===== config.mk =====
export PLATFORM = sky130hd
export DESIGN_NAME = jesd_link_align
export DESIGN_NICKNAME = d
export VERILOG_FILES = /design/src/core/jesd_align_pkg.sv /design/src/core/jesd_link_align.sv
export SDC_FILE = /design/constraint.sdc
export NUM_CORES = 1
export LEC_CHECK = 0
export ABC_CLOCK_PERIOD_IN_PS = 5900
export CAP_MARGIN = 20
export CORE_MARGIN = 2
export CORE_UTILIZATION = 45
export DETAILED_ROUTE_END_ITERATION = 16
export DONT_BUFFER_PORTS = 1
export PLACE_DENSITY = 0.61
export SYNTH_ARGS = -nofsm -noshare
export SYNTH_HDL_FRONTEND = slang
export SYNTH_SLANG_ARGS = --single-unit

===== constraint.sdc =====
create_clock -name sys_clk -period 5.9 [get_ports sys_clk]
set_input_delay 0 -clock sys_clk [delete_from_list [all_inputs] [get_ports sys_clk]]
set_output_delay 0 -clock sys_clk [all_outputs]
set_load 0.05 [all_outputs]

===== src/core/jesd_align_pkg.sv =====
package jesd_align_pkg;

    // Control characters, as the octet handed to the 8B/10B encoder.
    localparam logic [7:0] K_COMMA = 8'hBC;
    localparam logic [7:0] K_R = 8'h1C;
    localparam logic [7:0] K_A = 8'h7C;
    localparam logic [7:0] K_Q = 8'h9C;
    localparam logic [7:0] K_F = 8'hFC;

    // Scrambled octets that travel as /F/ and /A/ at frame ends.
    localparam logic [7:0] SCR_F_OCT = 8'hFC;
    localparam logic [7:0] SCR_A_OCT = 8'h7C;

    // Octet sent when the data buffer runs dry.
    localparam logic [7:0] IDLE_OCT = 8'h00;

    // Alignment sequence layout: multiframe numbers, then octet index inside a multiframe.
    localparam logic [1:0] ILAS_LAST_MF = 2'h3;
    localparam logic [1:0] ILAS_CFG_MF = 2'h1;
    localparam logic [9:0] ILAS_Q_POS = 10'h001;
    localparam logic [9:0] ILAS_CFG_F = 10'h002;
    localparam logic [9:0] ILAS_CFG_K = 10'h003;
    localparam logic [9:0] ILAS_CFG_M = 10'h004;

    // Block and multiblock geometry.
    localparam logic [2:0] LAST_BYTE = 3'h7;
    localparam logic [4:0] LAST_BLK = 5'h1F;
    localparam int BLK_W = 66;
    localparam int SH_EOEMB = 22;
    localparam logic [1:0] SH_ONE = 2'h2;
    localparam logic [1:0] SH_ZERO = 2'h1;
    localparam logic [4:0] SH_PILOT = 5'h10;

    // Link states, Gray coded along comma, wait, alignment, data.
    typedef enum logic [1:0] {
        ST_CGS = 2'h0,
        ST_WAIT = 2'h1,
        ST_ILAS = 2'h3,
        ST_DATA = 2'h2
    } link_st_e;

    // Builds one 32-bit sync header stream; bit i rides on block i.
    function automatic logic [31:0] build_shs(input logic [25:0] par,
                                              input logic fec,
                                              input logic eoemb);
        logic [31:0] s;
        s = 32'h0000_0000;
        if (fec) begin
            // Parity goes out most significant bit first.
            for (int i = 0; i < 22; i++) begin
                s[i] = par[25 - i];
            end
            for (int i = 0; i < 4; i++) begin
                s[23 + i] = par[3 - i];
            end
        end else begin
            // Fixed ones keep the end pattern unique in CRC mode.
            s = 32'h00A8_8888;
            // Every third parity bit is followed by a fixed one.
            for (int i = 0; i < 12; i++) begin
                s[i + i / 3] = par[11 - i];
            end
        end
        s[SH_EOEMB] = eoemb;
        s[31:27] = SH_PILOT;
        return s;
    endfunction

endpackage


===== src/core/jesd_link_align.sv =====
`timescale 1ns/1ps

////////////////////////////////////////////////////////////////////////////
// Octet buffer between the transport feed and the link framer.
module jesd_octet_fifo #(
    parameter int W = 8,
    parameter int D = 32
) (
    // Clock and reset.
    input wire logic sys_clk,
    input wire logic rst,
    // Filling side.
    input wire logic wr_valid,
    input wire logic [W-1:0] wr_data,
    output logic wr_ready,
    // Draining side.
    output logic rd_valid,
    output logic [W-1:0] rd_data,
    input wire logic rd_ready
);
    localparam int AW = $clog2(D);

    logic [W-1:0] mem [D]; // Storage; D must be a power of two.
    logic [AW-1:0] wp_r, wp_nxt;
    logic [AW-1:0] rp_r, rp_nxt;
    logic [AW:0] cnt_r, cnt_nxt;
    logic push, pop;

    // Honest flags straight from the fill count.
    // The count is one bit wider than the pointers, so compare at that width.
    assign wr_ready = (cnt_r != (AW + 1)'(D));
    assign rd_valid = (cnt_r != '0);
    assign rd_data = mem[rp_r];
    assign push = wr_valid && wr_ready;
    assign pop = rd_valid && rd_ready;

    // Pointer and count update.
    always_comb begin
        wp_nxt = push ? wp_r + 1'b1 : wp_r;
        rp_nxt = pop ? rp_r + 1'b1 : rp_r;
        cnt_nxt = cnt_r;
        if (push && !pop) begin
            cnt_nxt = cnt_r + 1'b1;
        end else if (pop && !push) begin
            cnt_nxt = cnt_r - 1'b1;
        end
    end

    // Registers; memory contents need no reset.
    always_ff @(posedge sys_clk) begin
        if (push) begin
            mem[wp_r] <= wr_data;
        end
        if (rst) begin
            wp_r <= '0;
            rp_r <= '0;
            cnt_r <= '0;
        end else begin
            wp_r <= wp_nxt;
            rp_r <= rp_nxt;
            cnt_r <= cnt_nxt;
        end
    end
endmodule

////////////////////////////////////////////////////////////////////////////
// Behaviour
// - Alignment sequence starts at LMFC after sync rise
// - Four multiframes, each /R/ first, /A/ last
// - Second multiframe carries link configuration
// - Unscrambled repeated last octet sent as /F/
// - Unscrambled repeat at multiframe end sent /A/
// - Scrambled frame end 0xFC sent as /F/
// - Scrambled multiframe end 0x7C sent as /A/
// - Eight octets per block after sync header
// - 32 blocks per multiblock, E per extended
// - SYSREF resets extended multiblock phase
// - Sync header 01 is one, 10 zero
// - Header bits form 32-bit stream per multiblock
// - Stream ends 00001, unique in CRC mode
// - Bit 22 set only in last multiblock
// - Only CRC-12 and FEC stream formats
// - Comma stream while sync request is low
// - Scrambling always on in 64B/66B mode
module jesd_link_align
    import jesd_align_pkg::*;
#(
    parameter int FIFO_DEPTH = 32
) (
    // Clock and reset.
    input wire logic sys_clk,
    input wire logic rst,
    // Static configuration, sampled only while in reset.
    input wire logic cfg_mode64,
    input wire logic cfg_scr,
    input wire logic cfg_fec,
    input wire logic [7:0] cfg_f_m1,
    input wire logic [7:0] cfg_k_m1,
    input wire logic [7:0] cfg_e_m1,
    // Link control from the receiver and the clock tree.
    input wire logic sync_n,
    input wire logic sysref,
    // Octet feed, already scrambled upstream where scrambling is on.
    input wire logic in_valid,
    input wire logic [7:0] in_data,
    output logic in_ready,
    // Parity word for the next sync header stream.
    input wire logic [25:0] shs_parity,
    // 8B/10B octet output.
    output logic [7:0] tx_octet,
    output logic tx_k,
    // 64B/66B block output; bit index is line position.
    output logic [BLK_W-1:0] tx_blk,
    output logic tx_blk_valid,
    // Status.
    output logic scr_active,
    output logic underflow
);

    ////////////////////////////////////////////////////////////////////////
    // State and wiring.
    logic mode64_r, mode64_nxt; // Captured configuration.
    logic scr_r, scr_nxt;
    logic fec_r, fec_nxt;
    logic [7:0] f_m1_r, f_m1_nxt;
    logic [7:0] k_m1_r, k_m1_nxt;
    logic [7:0] e_m1_r, e_m1_nxt;
    link_st_e st_r, st_nxt; // Link state.
    logic sync_d_r, sref_d_r; // Previous input levels for edges.
    logic [7:0] fo_r, fo_nxt; // Octet within frame.
    logic [7:0] fr_r, fr_nxt; // Frame within multiframe.
    logic [9:0] mo_r, mo_nxt; // Octet within multiframe.
    logic [1:0] ilas_r, ilas_nxt; // Alignment multiframe number.
    logic [2:0] byte_r, byte_nxt; // Octet within block.
    logic [4:0] blk_r, blk_nxt; // Block within multiblock.
    logic [7:0] emb_r, emb_nxt; // Multiblock within extended one.
    logic [7:0] prev_r, prev_nxt; // Last octet of the previous frame.
    logic [55:0] acc_r, acc_nxt; // First seven octets of a block.
    logic [31:0] shs_r, shs_nxt; // Sync header stream in flight.
    logic [7:0] oct_r, oct_nxt;
    logic k_r, k_nxt;
    logic [BLK_W-1:0] blk_out_r, blk_out_nxt;
    logic bv_r, bv_nxt;
    logic unf_r, unf_nxt;
    logic fe, me, be, mbe, eme, sref_rise, drain, f_v;
    logic [7:0] f_d, d;

    assign fe = (fo_r == f_m1_r);
    assign me = fe && (fr_r == k_m1_r);
    assign be = (byte_r == LAST_BYTE);
    assign mbe = be && (blk_r == LAST_BLK);
    assign eme = mbe && (emb_r == e_m1_r);
    assign sref_rise = sysref && !sref_d_r;
    // The buffer drains only while user data flows, so it fills otherwise.
    assign drain = (st_r == ST_DATA);
    assign d = f_v ? f_d : IDLE_OCT;

    jesd_octet_fifo #(
        .W(8),
        .D(FIFO_DEPTH)
    ) u_fifo (
        .sys_clk(sys_clk),
        .rst(rst),
        .wr_valid(in_valid),
        .wr_data(in_data),
        .wr_ready(in_ready),
        .rd_valid(f_v),
        .rd_data(f_d),
        .rd_ready(drain)
    );

    ////////////////////////////////////////////////////////////////////////
    // Next-state logic for counters, link state and outputs.
    always_comb begin
        // Configuration only follows the ports during reset.
        mode64_nxt = rst ? cfg_mode64 : mode64_r;
        scr_nxt = rst ? cfg_scr : scr_r;
        fec_nxt = rst ? cfg_fec : fec_r;
        f_m1_nxt = rst ? cfg_f_m1 : f_m1_r;
        k_m1_nxt = rst ? cfg_k_m1 : k_m1_r;
        e_m1_nxt = rst ? cfg_e_m1 : e_m1_r;
        // Multiframe and extended multiblock position counters.
        fo_nxt = fe ? '0 : fo_r + 1'b1;
        fr_nxt = me ? '0 : (fe ? fr_r + 1'b1 : fr_r);
        mo_nxt = me ? '0 : mo_r + 1'b1;
        byte_nxt = byte_r + 1'b1;
        blk_nxt = be ? blk_r + 1'b1 : blk_r;
        emb_nxt = eme ? '0 : (mbe ? emb_r + 1'b1 : emb_r);
        if (sref_rise) begin
            // A SYSREF edge forces a deterministic phase.
            fo_nxt = '0;
            fr_nxt = '0;
            mo_nxt = '0;
            byte_nxt = '0;
            blk_nxt = '0;
            emb_nxt = '0;
        end
        // The stream is latched just before each multiblock begins.
        shs_nxt = shs_r;
        if (byte_nxt == '0 && blk_nxt == '0) begin
            shs_nxt = build_shs(shs_parity, fec_r,
                                emb_nxt == e_m1_r);
        end
        st_nxt = st_r;
        ilas_nxt = ilas_r;
        prev_nxt = prev_r;
        acc_nxt = acc_r;
        oct_nxt = IDLE_OCT;
        k_nxt = 1'b0;
        blk_out_nxt = blk_out_r;
        bv_nxt = 1'b0;
        unf_nxt = drain && !f_v;
        if (mode64_r) begin
            // 64B/66B: wait for the extended multiblock edge, then stream.
            if (st_r != ST_DATA && byte_nxt == '0 && blk_nxt == '0 &&
                emb_nxt == '0) begin
                st_nxt = ST_DATA;
            end
            if (st_r == ST_DATA) begin
                // The eighth octet goes straight into the block, not here.
                if (!be) begin
                    acc_nxt[8*byte_r +: 8] = d;
                end
                if (be) begin
                    for (int j = 0; j < 7; j++) begin
                        blk_out_nxt[2+8*j +: 8] = acc_r[8*j +: 8];
                    end
                    blk_out_nxt[58 +: 8] = d;
                    blk_out_nxt[1:0] = shs_r[blk_r] ? SH_ONE
                                                    : SH_ZERO;
                    bv_nxt = 1'b1;
                end
            end
        end else begin
            unique case (st_r)
                ST_CGS: begin
                    oct_nxt = K_COMMA;
                    k_nxt = 1'b1;
                    if (sync_n && !sync_d_r) begin
                        st_nxt = ST_WAIT;
                    end
                end
                ST_WAIT: begin
                    oct_nxt = K_COMMA;
                    k_nxt = 1'b1;
                    if (mo_nxt == '0) begin
                        st_nxt = ST_ILAS;
                    end
                    ilas_nxt = '0;
                end
                ST_ILAS: begin
                    // Never scrambled: octets go out as built here.
                    oct_nxt = mo_r[7:0];
                    if (mo_r == '0) begin
                        oct_nxt = K_R;
                        k_nxt = 1'b1;
                    end else if (me) begin
                        oct_nxt = K_A;
                        k_nxt = 1'b1;
                    end else if (ilas_r == ILAS_CFG_MF) begin
                        if (mo_r == ILAS_Q_POS) begin
                            oct_nxt = K_Q;
                            k_nxt = 1'b1;
                        end else if (mo_r == ILAS_CFG_F) begin
                            oct_nxt = f_m1_r;
                        end else if (mo_r == ILAS_CFG_K) begin
                            oct_nxt = k_m1_r;
                        end else if (mo_r == ILAS_CFG_M) begin
                            oct_nxt = {6'h00, fec_r, scr_r};
                        end
                    end
                    if (me) begin
                        ilas_nxt = ilas_r + 1'b1;
                        if (ilas_r == ILAS_LAST_MF) begin
                            st_nxt = ST_DATA;
                        end
                    end
                end
                ST_DATA: begin
                    oct_nxt = d;
                    if (fe) begin
                        prev_nxt = d;
                        if (scr_r) begin
                            if (me && d == SCR_A_OCT) begin
                                oct_nxt = K_A;
                                k_nxt = 1'b1;
                            end else if (d == SCR_F_OCT) begin
                                oct_nxt = K_F;
                                k_nxt = 1'b1;
                            end
                        end else if (d == prev_r) begin
                            oct_nxt = me ? K_A : K_F;
                            k_nxt = 1'b1;
                        end
                    end
                end
            endcase
            // A low request always falls back to commas.
            if (!sync_n) begin
                st_nxt = ST_CGS;
            end
        end
    end

    ////////////////////////////////////////////////////////////////////////
    // Registers; reset puts the link in its start state per mode.
    always_ff @(posedge sys_clk) begin
        mode64_r <= mode64_nxt;
        scr_r <= scr_nxt;
        fec_r <= fec_nxt;
        f_m1_r <= f_m1_nxt;
        k_m1_r <= k_m1_nxt;
        e_m1_r <= e_m1_nxt;
        if (rst) begin
            st_r <= cfg_mode64 ? ST_WAIT : ST_CGS;
            sync_d_r <= 1'b0;
            sref_d_r <= 1'b0;
            {fo_r, fr_r, mo_r, ilas_r} <= '0;
            {byte_r, blk_r, emb_r} <= '0;
            {prev_r, acc_r, shs_r} <= '0;
            {oct_r, k_r, blk_out_r, bv_r, unf_r} <= '0;
        end else begin
            st_r <= st_nxt;
            sync_d_r <= sync_n;
            sref_d_r <= sysref;
            {fo_r, fr_r, mo_r, ilas_r} <= {fo_nxt, fr_nxt, mo_nxt, ilas_nxt};
            {byte_r, blk_r, emb_r} <= {byte_nxt, blk_nxt, emb_nxt};
            {prev_r, acc_r, shs_r} <= {prev_nxt, acc_nxt, shs_nxt};
            {oct_r, k_r, blk_out_r} <= {oct_nxt, k_nxt, blk_out_nxt};
            {bv_r, unf_r} <= {bv_nxt, unf_nxt};
        end
    end

    assign tx_octet = oct_r;
    assign tx_k = k_r;
    assign tx_blk = blk_out_r;
    assign tx_blk_valid = bv_r;
    assign underflow = unf_r;
    assign scr_active = mode64_r || scr_r;
endmodule


# Yosys cells after proc, flatten, opt, wreduce, memory -nomap -nowiden

Memories as Yosys holds them, arrays and structs flattened. A register that Yosys moved wholly into a read port is not among the register bits.
Cells that the tools add are included.

Output and inout port bits: 79
Register bits: 260
Word-level logic and storage cells: 171
RAM bits: 256
Memories: 1
Bits of input ports: 66

Memory list:

| memory     | depth | width | rd ports | clocked after Yosys merged registers in | write ports | RTL line              | source |
|---|---|---|---|---|---|---|---|
| u_fifo.mem | 32    | 8     | 1        | 1                                       | 1           | jesd_link_align.sv:23 | `logic [W-1:0] mem [D];` |

Eq/ne operators: 27
Bitwise logic cells: 3
Muxes and demuxes: 58
Shift operators: 2
$add $sub $neg: 12
Reductions and logical operators: 40
Magnitude comparators: 1

Operators with widths:

| operator                | count |
|---|---|
| $mux 8                  | 17 |
| $bwmux 56               | 1 |
| $shift 8x34->56 const A | 1 |
| $shiftx 8x34->56        | 1 |
| $eq 8x8->1              | 5 |
| $neg 6->34              | 1 |
| $add 8x1->8 const B     | 3 |
| $pmux 8 s3              | 1 |
| $mux 22                 | 1 |
| $eq 10x2->1 const B     | 2 |
| $logic_not 10->1        | 2 |
| $mux 10                 | 2 |
| $mux 2                  | 10 |
| $mux 5                  | 4 |
| $ne 5x5->1 const B      | 4 |
| $add 5x1->5 const B     | 3 |
| $logic_and 1x1->1       | 15 |
| $mux 1                  | 14 |
| $mux 6                  | 2 |
| $reduce_and 3->1        | 4 |
| $add 10x1->10 const B   | 1 |
| $eq 10x1->1 const B     | 1 |
| $eq 10x3->1 const B     | 1 |
| $reduce_or 3->1         | 3 |
| other kinds (32)        | 44 |

# Logic depth before layout (Yosys ltp)

Depth after elaboration: 10
Gate-level depth with buffers: 15
Gate-level depth less buffers: 14

# Modules after synthesis

Synthesis repeated with hierarchy kept, for this count alone.

Cells, all modules: 1863
Area total of the unflattened synthesis: 22048.6 um2

Modules (own cells, without submodules):

| module          | cells each | seq. area each (um2) | times used | area an instance (um2) |
|---|---|---|---|---|
| jesd_octet_fifo | 620        | 8107.8               | 1          | 11064.4 |
| jesd_link_align | 1243       | 5175.0               | 1          | 10984.3 |

# Worst setup path after synthesis

OpenSTA, ideal clock, no wires.

Path type: register -> register
Start: register u_fifo.cnt_r[1]
End: register u_fifo.cnt_r[5]
Library setup time: 0.070 ns
Data required time: 5.830 ns
Clock period less this slack: 3.503 ns
Setup slack: 2.397 ns
Arrival: 3.433 ns
Stages on the path, launching flop included: 16
Buffers on the path: 1
Cell sequence: dfxtp_1 -> or4_1 -> nor2_1 -> nand2_1 -> and2_1 -> clkbuf_1 -> ha_1 -> inv_1 -> ha_1 -> a21o_1 -> a21oi_1 -> o21bai_1 -> a21oi_1 -> xnor2_1 -> or3_1 -> a21oi_1

Longest elaborated chain between the ends: 5
Elaborated cells on any way between the ends: 13
Classes of those cells: add/sub (2); eq/ne (1); mux (2); reduce/logical (8)

RTL lines:

| element                     | RTL line               | source |
|---|---|---|
| start: declaration          | jesd_link_align.sv:26  | `logic [AW:0] cnt_r, cnt_nxt;` |
| start signal: assignment    | jesd_link_align.sv:61  | `cnt_r <= cnt_nxt;` |
| $ne 6x6->1 (*)              | jesd_link_align.sv:31  | `assign wr_ready = (cnt_r != (AW + 1)'(D));` |
| via in_ready                | jesd_link_align.sv:106 | `output logic in_ready,` |
| $logic_and 1x1->1 (*)       | jesd_link_align.sv:34  | `assign push = wr_valid && wr_ready;` |
| via u_fifo.push             | jesd_link_align.sv:27  | `logic push, pop;` |
| $logic_not 1->1             | jesd_link_align.sv:44  | `end else if (pop && !push) begin` |
| $logic_and 1x1->1           | jesd_link_align.sv:44  |  |
| $reduce_bool 2->1 (no line) | --                     |  |

Mark *: on every way through the listed nets, which the timed path passes. The rest lies on a longest branch. The select of a mux whose other input is x is not followed.
A chain may end at the register's enable or synchronous reset.

# Worst setup path in the final report

Start: register u_fifo.cnt_r[1]
End: register u_fifo.cnt_r[5]

Longest elaborated chain between the ends: 5
Elaborated cells on any way between the ends: 13
Classes of those cells: add/sub (2); eq/ne (1); mux (2); reduce/logical (8)

RTL lines:

| element                     | RTL line |
|---|---|
| $ne 6x6->1 (*)              | jesd_link_align.sv:31 |
| via in_ready                | jesd_link_align.sv:106 |
| $logic_and 1x1->1 (*)       | jesd_link_align.sv:34 |
| $logic_not 1->1             | jesd_link_align.sv:44 |
| $logic_and 1x1->1           | jesd_link_align.sv:44 |
| $reduce_bool 2->1 (no line) | -- |

Marked as above.

==> key figures <==
Run status
  • Status: completed

STA
  • Clk_skew: 0.02048 ns
  • Final Slew Violations: 0
  • Slew margin rel.: 0.2716
  • # setup viols final: 0
  • Worst-margin pin slew: 1.084 ns
  • Fin. Hold Viols: 0
  • Period utilisation layout: 0.6579
  • Fin crit period: 3.881 ns
  • RSZ-0062 raised after global routing: no
  • TNS Setup: 0 ns
  • Maximum clock rate: 257.6 MHz

Logic synthesis
  • Library cells used by synthesis: 77
  • Seq cells post-synth: 521
  • Sequential fraction of the synthesis area: 0.6201
  • Mapped cell area: 0.02142 mm²
  • YS warnings: 0
  • Mapped Nets: 1840
  • Syn avg cell area: 12.25 µm²
  • Top-count cell post-synth: edfxtp_1
  • Post-synth top area cell: edfxtp_1
  • EDFF count, synth: 285
  • Asr flop ratio synth: 0
  • Area share of the largest cell type after synthesis: 0.3996
  • Top cells by area, synth: edfxtp_1 40%, dfxtp_1 22%, mux4_2 6.8%
  • Ys flop type: edfxtp_1
  • Syn Inst Count: 1748
  • Synth cell count leaders: 285 x edfxtp_1, 236 x dfxtp_1, 226 x nor2_1

Layout
  • Layout cell share with drive strength beyond 1: 0.1069
  • Syn-to-layout area delta: 14.50%
  • Nets: 1895
  • Inserted Diodes: 0
  • Post-Layout Inst Area: 0.02453 mm²

Global routing
  • Vias in the first global route: 13560
  • Initial antenna violation count: 1
  • First-pass GRT wire length: 78940 µm
  • GRT Residual Overflow: 0
  • GRT Resource Usage Total: 0.2057
  • Pin count of the biggest net entering global routing: 226

Drt
  • Via density per instance: 5.612
  • 1st-pass router iterations: 5
  • Final ANT Viol Nets: 0
  • DRC violations left: 0
  • DR vias: 13750
  • Wirelength per Cell: 20.78 µm
  • Drt initial violations: 1182
  • Post-Route WL: 50920 µm

Clock network
  • Clock Tree Root: clkbuf_16
  • CTS buffer count: 53
  • # clock sinks: 521
  • Clock latency at the later pin of the worst-skew pair: 0.60 ns
  • Worst-case clock buffer depth: 3
  • Cts repair resizes: 0
  • Postcts setup bufs: 0
  • Worst-path clk slew: 0.06 ns
  • TritonCTS clock tree: built
  • H-tree levels: 2

Hold path
  • Min-Delay Path Class: in -> reg

Die
  • Initial Util: 0.4581
  • Num ports: 145
  • Die W: 222.2 µm
  • CORE AREA: 0.04675 mm²
  • Die H: 222.2 µm
  • Die area: 0.04936 mm²
  • Row count: 79

Place
  • GPL Wtd Cong: 0.8882
  • HPWL after DPL: 32330 µm
  • Port Buffer Count: 0
  • Area after DPL: 0.02185 mm²

Worst setup path
  • Crit Path Class: reg -> reg
  • Arrival time at the worst endpoint: 4.39 ns
  • Critical Path RT: 6.41 ns
  • Critical path fanouts, max: 8
  • Crit start category: flip-flop
  • Critical path endpoint category: flip-flop

Flow run
  • MaxCap Viol Count: 0

Power
  • Internal cell power: 6.329 mW
  • Reg power frac: 0.471
  • Power Density: 349.4 mW/mm²
  • Clock Power Share: 0.386
  • Sw Ratio: 0.2615
  • VDD IR max: 0.0002144 V
  • Comb power frac: 0.143
  • Leak: 8.349 nW
  • Net switching power of the design: 2.241 mW
==> routing by layer <==
layer  global-route usage  wire length (µm)
met5                    0                13
met4              0.07149              1330
met3              0.04271              3071
met2               0.3351             24390
met1               0.2742             22120
==> flip-flops by register name, indices dropped and copies added, names as in the netlist, 2 cells and up, named ones only <==
name	count
u_fifo.mem	256
tx_blk	66
acc_r	56
shs_r	28
mo_r	10
e_m1_r	8
emb_r	8
f_m1_r	8
fo_r	8
fr_r	8
k_m1_r	8
prev_r	8
tx_octet	8
u_fifo.cnt_r	6
blk_r	5
u_fifo.rp_r	5
u_fifo.wp_r	5
byte_r	3
ilas_r	2
st_r	2
==> timing repair <==
item	4_1_cts	5_1_grt
hold endpoints to repair	532	0
setup endpoints to repair	0	0
hold buffers	80	0
==> cell usage in the layout, fill, tap and decap left out, types with 4 or more instances in the layout <==
| master | Yosys | final |
|---|---|---|
| nor3b_1 | 6 | 6 |
| and2_1 | 5 | 5 |
| nor4_1 | 16 | 16 |
| nand2b_1 | 17 | 17 |
| mux2i_1 | 67 | 67 |
| or2_2 | 6 | 6 |
| clkinv_2 | 0 | 7 |
| nand2_1 | 198 | 198 |
| nand4_1 | 12 | 12 |
| a21oi_1 | 143 | 143 |
| and3_1 | 15 | 14 |
| a31oi_1 | 5 | 5 |
| clkinv_1 | 0 | 5 |
| mux4_1 | 6 | 6 |
| nand3_1 | 48 | 47 |
| xnor2_1 | 30 | 30 |
| nor3_1 | 31 | 31 |
| a211oi_1 | 19 | 19 |
| inv_1 | 30 | 30 |
| clkbuf_8 | 0 | 10 |
| clkbuf_16 | 0 | 56 |
| buf_4 | 1 | 16 |
| clkbuf_1 | 75 | 13 |
| xor2_1 | 51 | 51 |
| nor2b_1 | 13 | 13 |
| buf_12 | 0 | 6 |
| edfxtp_1 | 285 | 285 |
| a311oi_1 | 7 | 7 |
| ha_1 | 25 | 25 |
| dfxtp_1 | 236 | 234 |
| o21ai_0 | 14 | 14 |
| dlygate4sd3_1 | 0 | 74 |
| a221oi_1 | 4 | 4 |
| or3_1 | 4 | 4 |
| nor2_1 | 226 | 226 |
| mux4_2 | 65 | 65 |
==> worst max-delay path, stage by stage (launching register included) <==
cell,delay [ns]
dfxtp_1,0.34
or4_1,0.58
nor2_1,0.11
nand2_1,0.38
and2_1,0.45
ha_1,0.26
inv_1,0.18
ha_1,0.26
a21o_1,0.17
a21oi_1,0.24
o21bai_1,0.10
a21oi_1,0.18
xnor2_1,0.09
or3_1,0.30
a21oi_1,0.15
==> area by class of cell <==
type | count | area, µm²
tap | 607 | 759.5
clock inverter | 16 | 131.4
sequential | 521 | 13290
clock buffer | 79 | 1588
multi-input combinational | 1096 | 7565
fill | 3983 | 22230
inverter | 31 | 116.4
timing repair buffer | 100 | 1079
==> power by group through the flow <==
| stage | registers (mW) | clock network [mW] | logic (mW) |
|---|---|---|---|
| finish | 4.04 | 3.31 | 1.22 |
| CTS | 4.04 | 3.38 | 1.22 |
| global placement | 4.12 | 0 | 1.09 |
| detailed placement | 4.12 | 0 | 1.11 |
| global route | 4.05 | 3.52 | 1.32 |
| floorplan | 4.07 | 0 | 0.837 |
==> worst paths after layout <==
| check | start | cells past startpoint | to | slack [ns] |
|---|---|---|---|---|
| max | u_fifo.cnt_r[1] | 14 | u_fifo.cnt_r[5] | 2.02 |
| min | cfg_f_m1[3] | 1 | f_m1_r[3] | 0.04 |
| max reg2reg | u_fifo.cnt_r[1] | 14 | u_fifo.cnt_r[5] | 2.02 |
| min reg2reg | acc_r[1] | 2 | tx_blk[3] | 0.45 |
==> cells by family (layout without fill, tap and decap cells) <==
group	after synthesis	after routing	share of synthesized area
compound gates	232	232	0.06677
flops	521	521	0.6201
buf+inv	131	226	0.02699
simple gates	617	617	0.1294
mux	140	140	0.1081
xor+xnor	81	81	0.03312
fa+ha+maj	26	26	0.01554
==> through the flow <==
stage / cells / power, mW / util / hold WS, ns / worst slack (ns)
after floorplan: 1748 / 4.910 / - / 0.09887 / 2.397
after global placement: 2271 / 5.206 / 0.4673 / 0.09892 / 2.115
after detailed placement: 2271 / 5.229 / 0.4673 / 0.09274 / 2.086
after CTS: 2446 / 8.642 / 0.5227 / 0.001622 / 2.035
after global routing: 2450 / 8.887 / 0.5246 / 0.01889 / 1.763
final: 2450 / 8.570 / 0.5246 / 0.03537 / 2.019
Note: power is estimated with default switching activity, not from simulation.
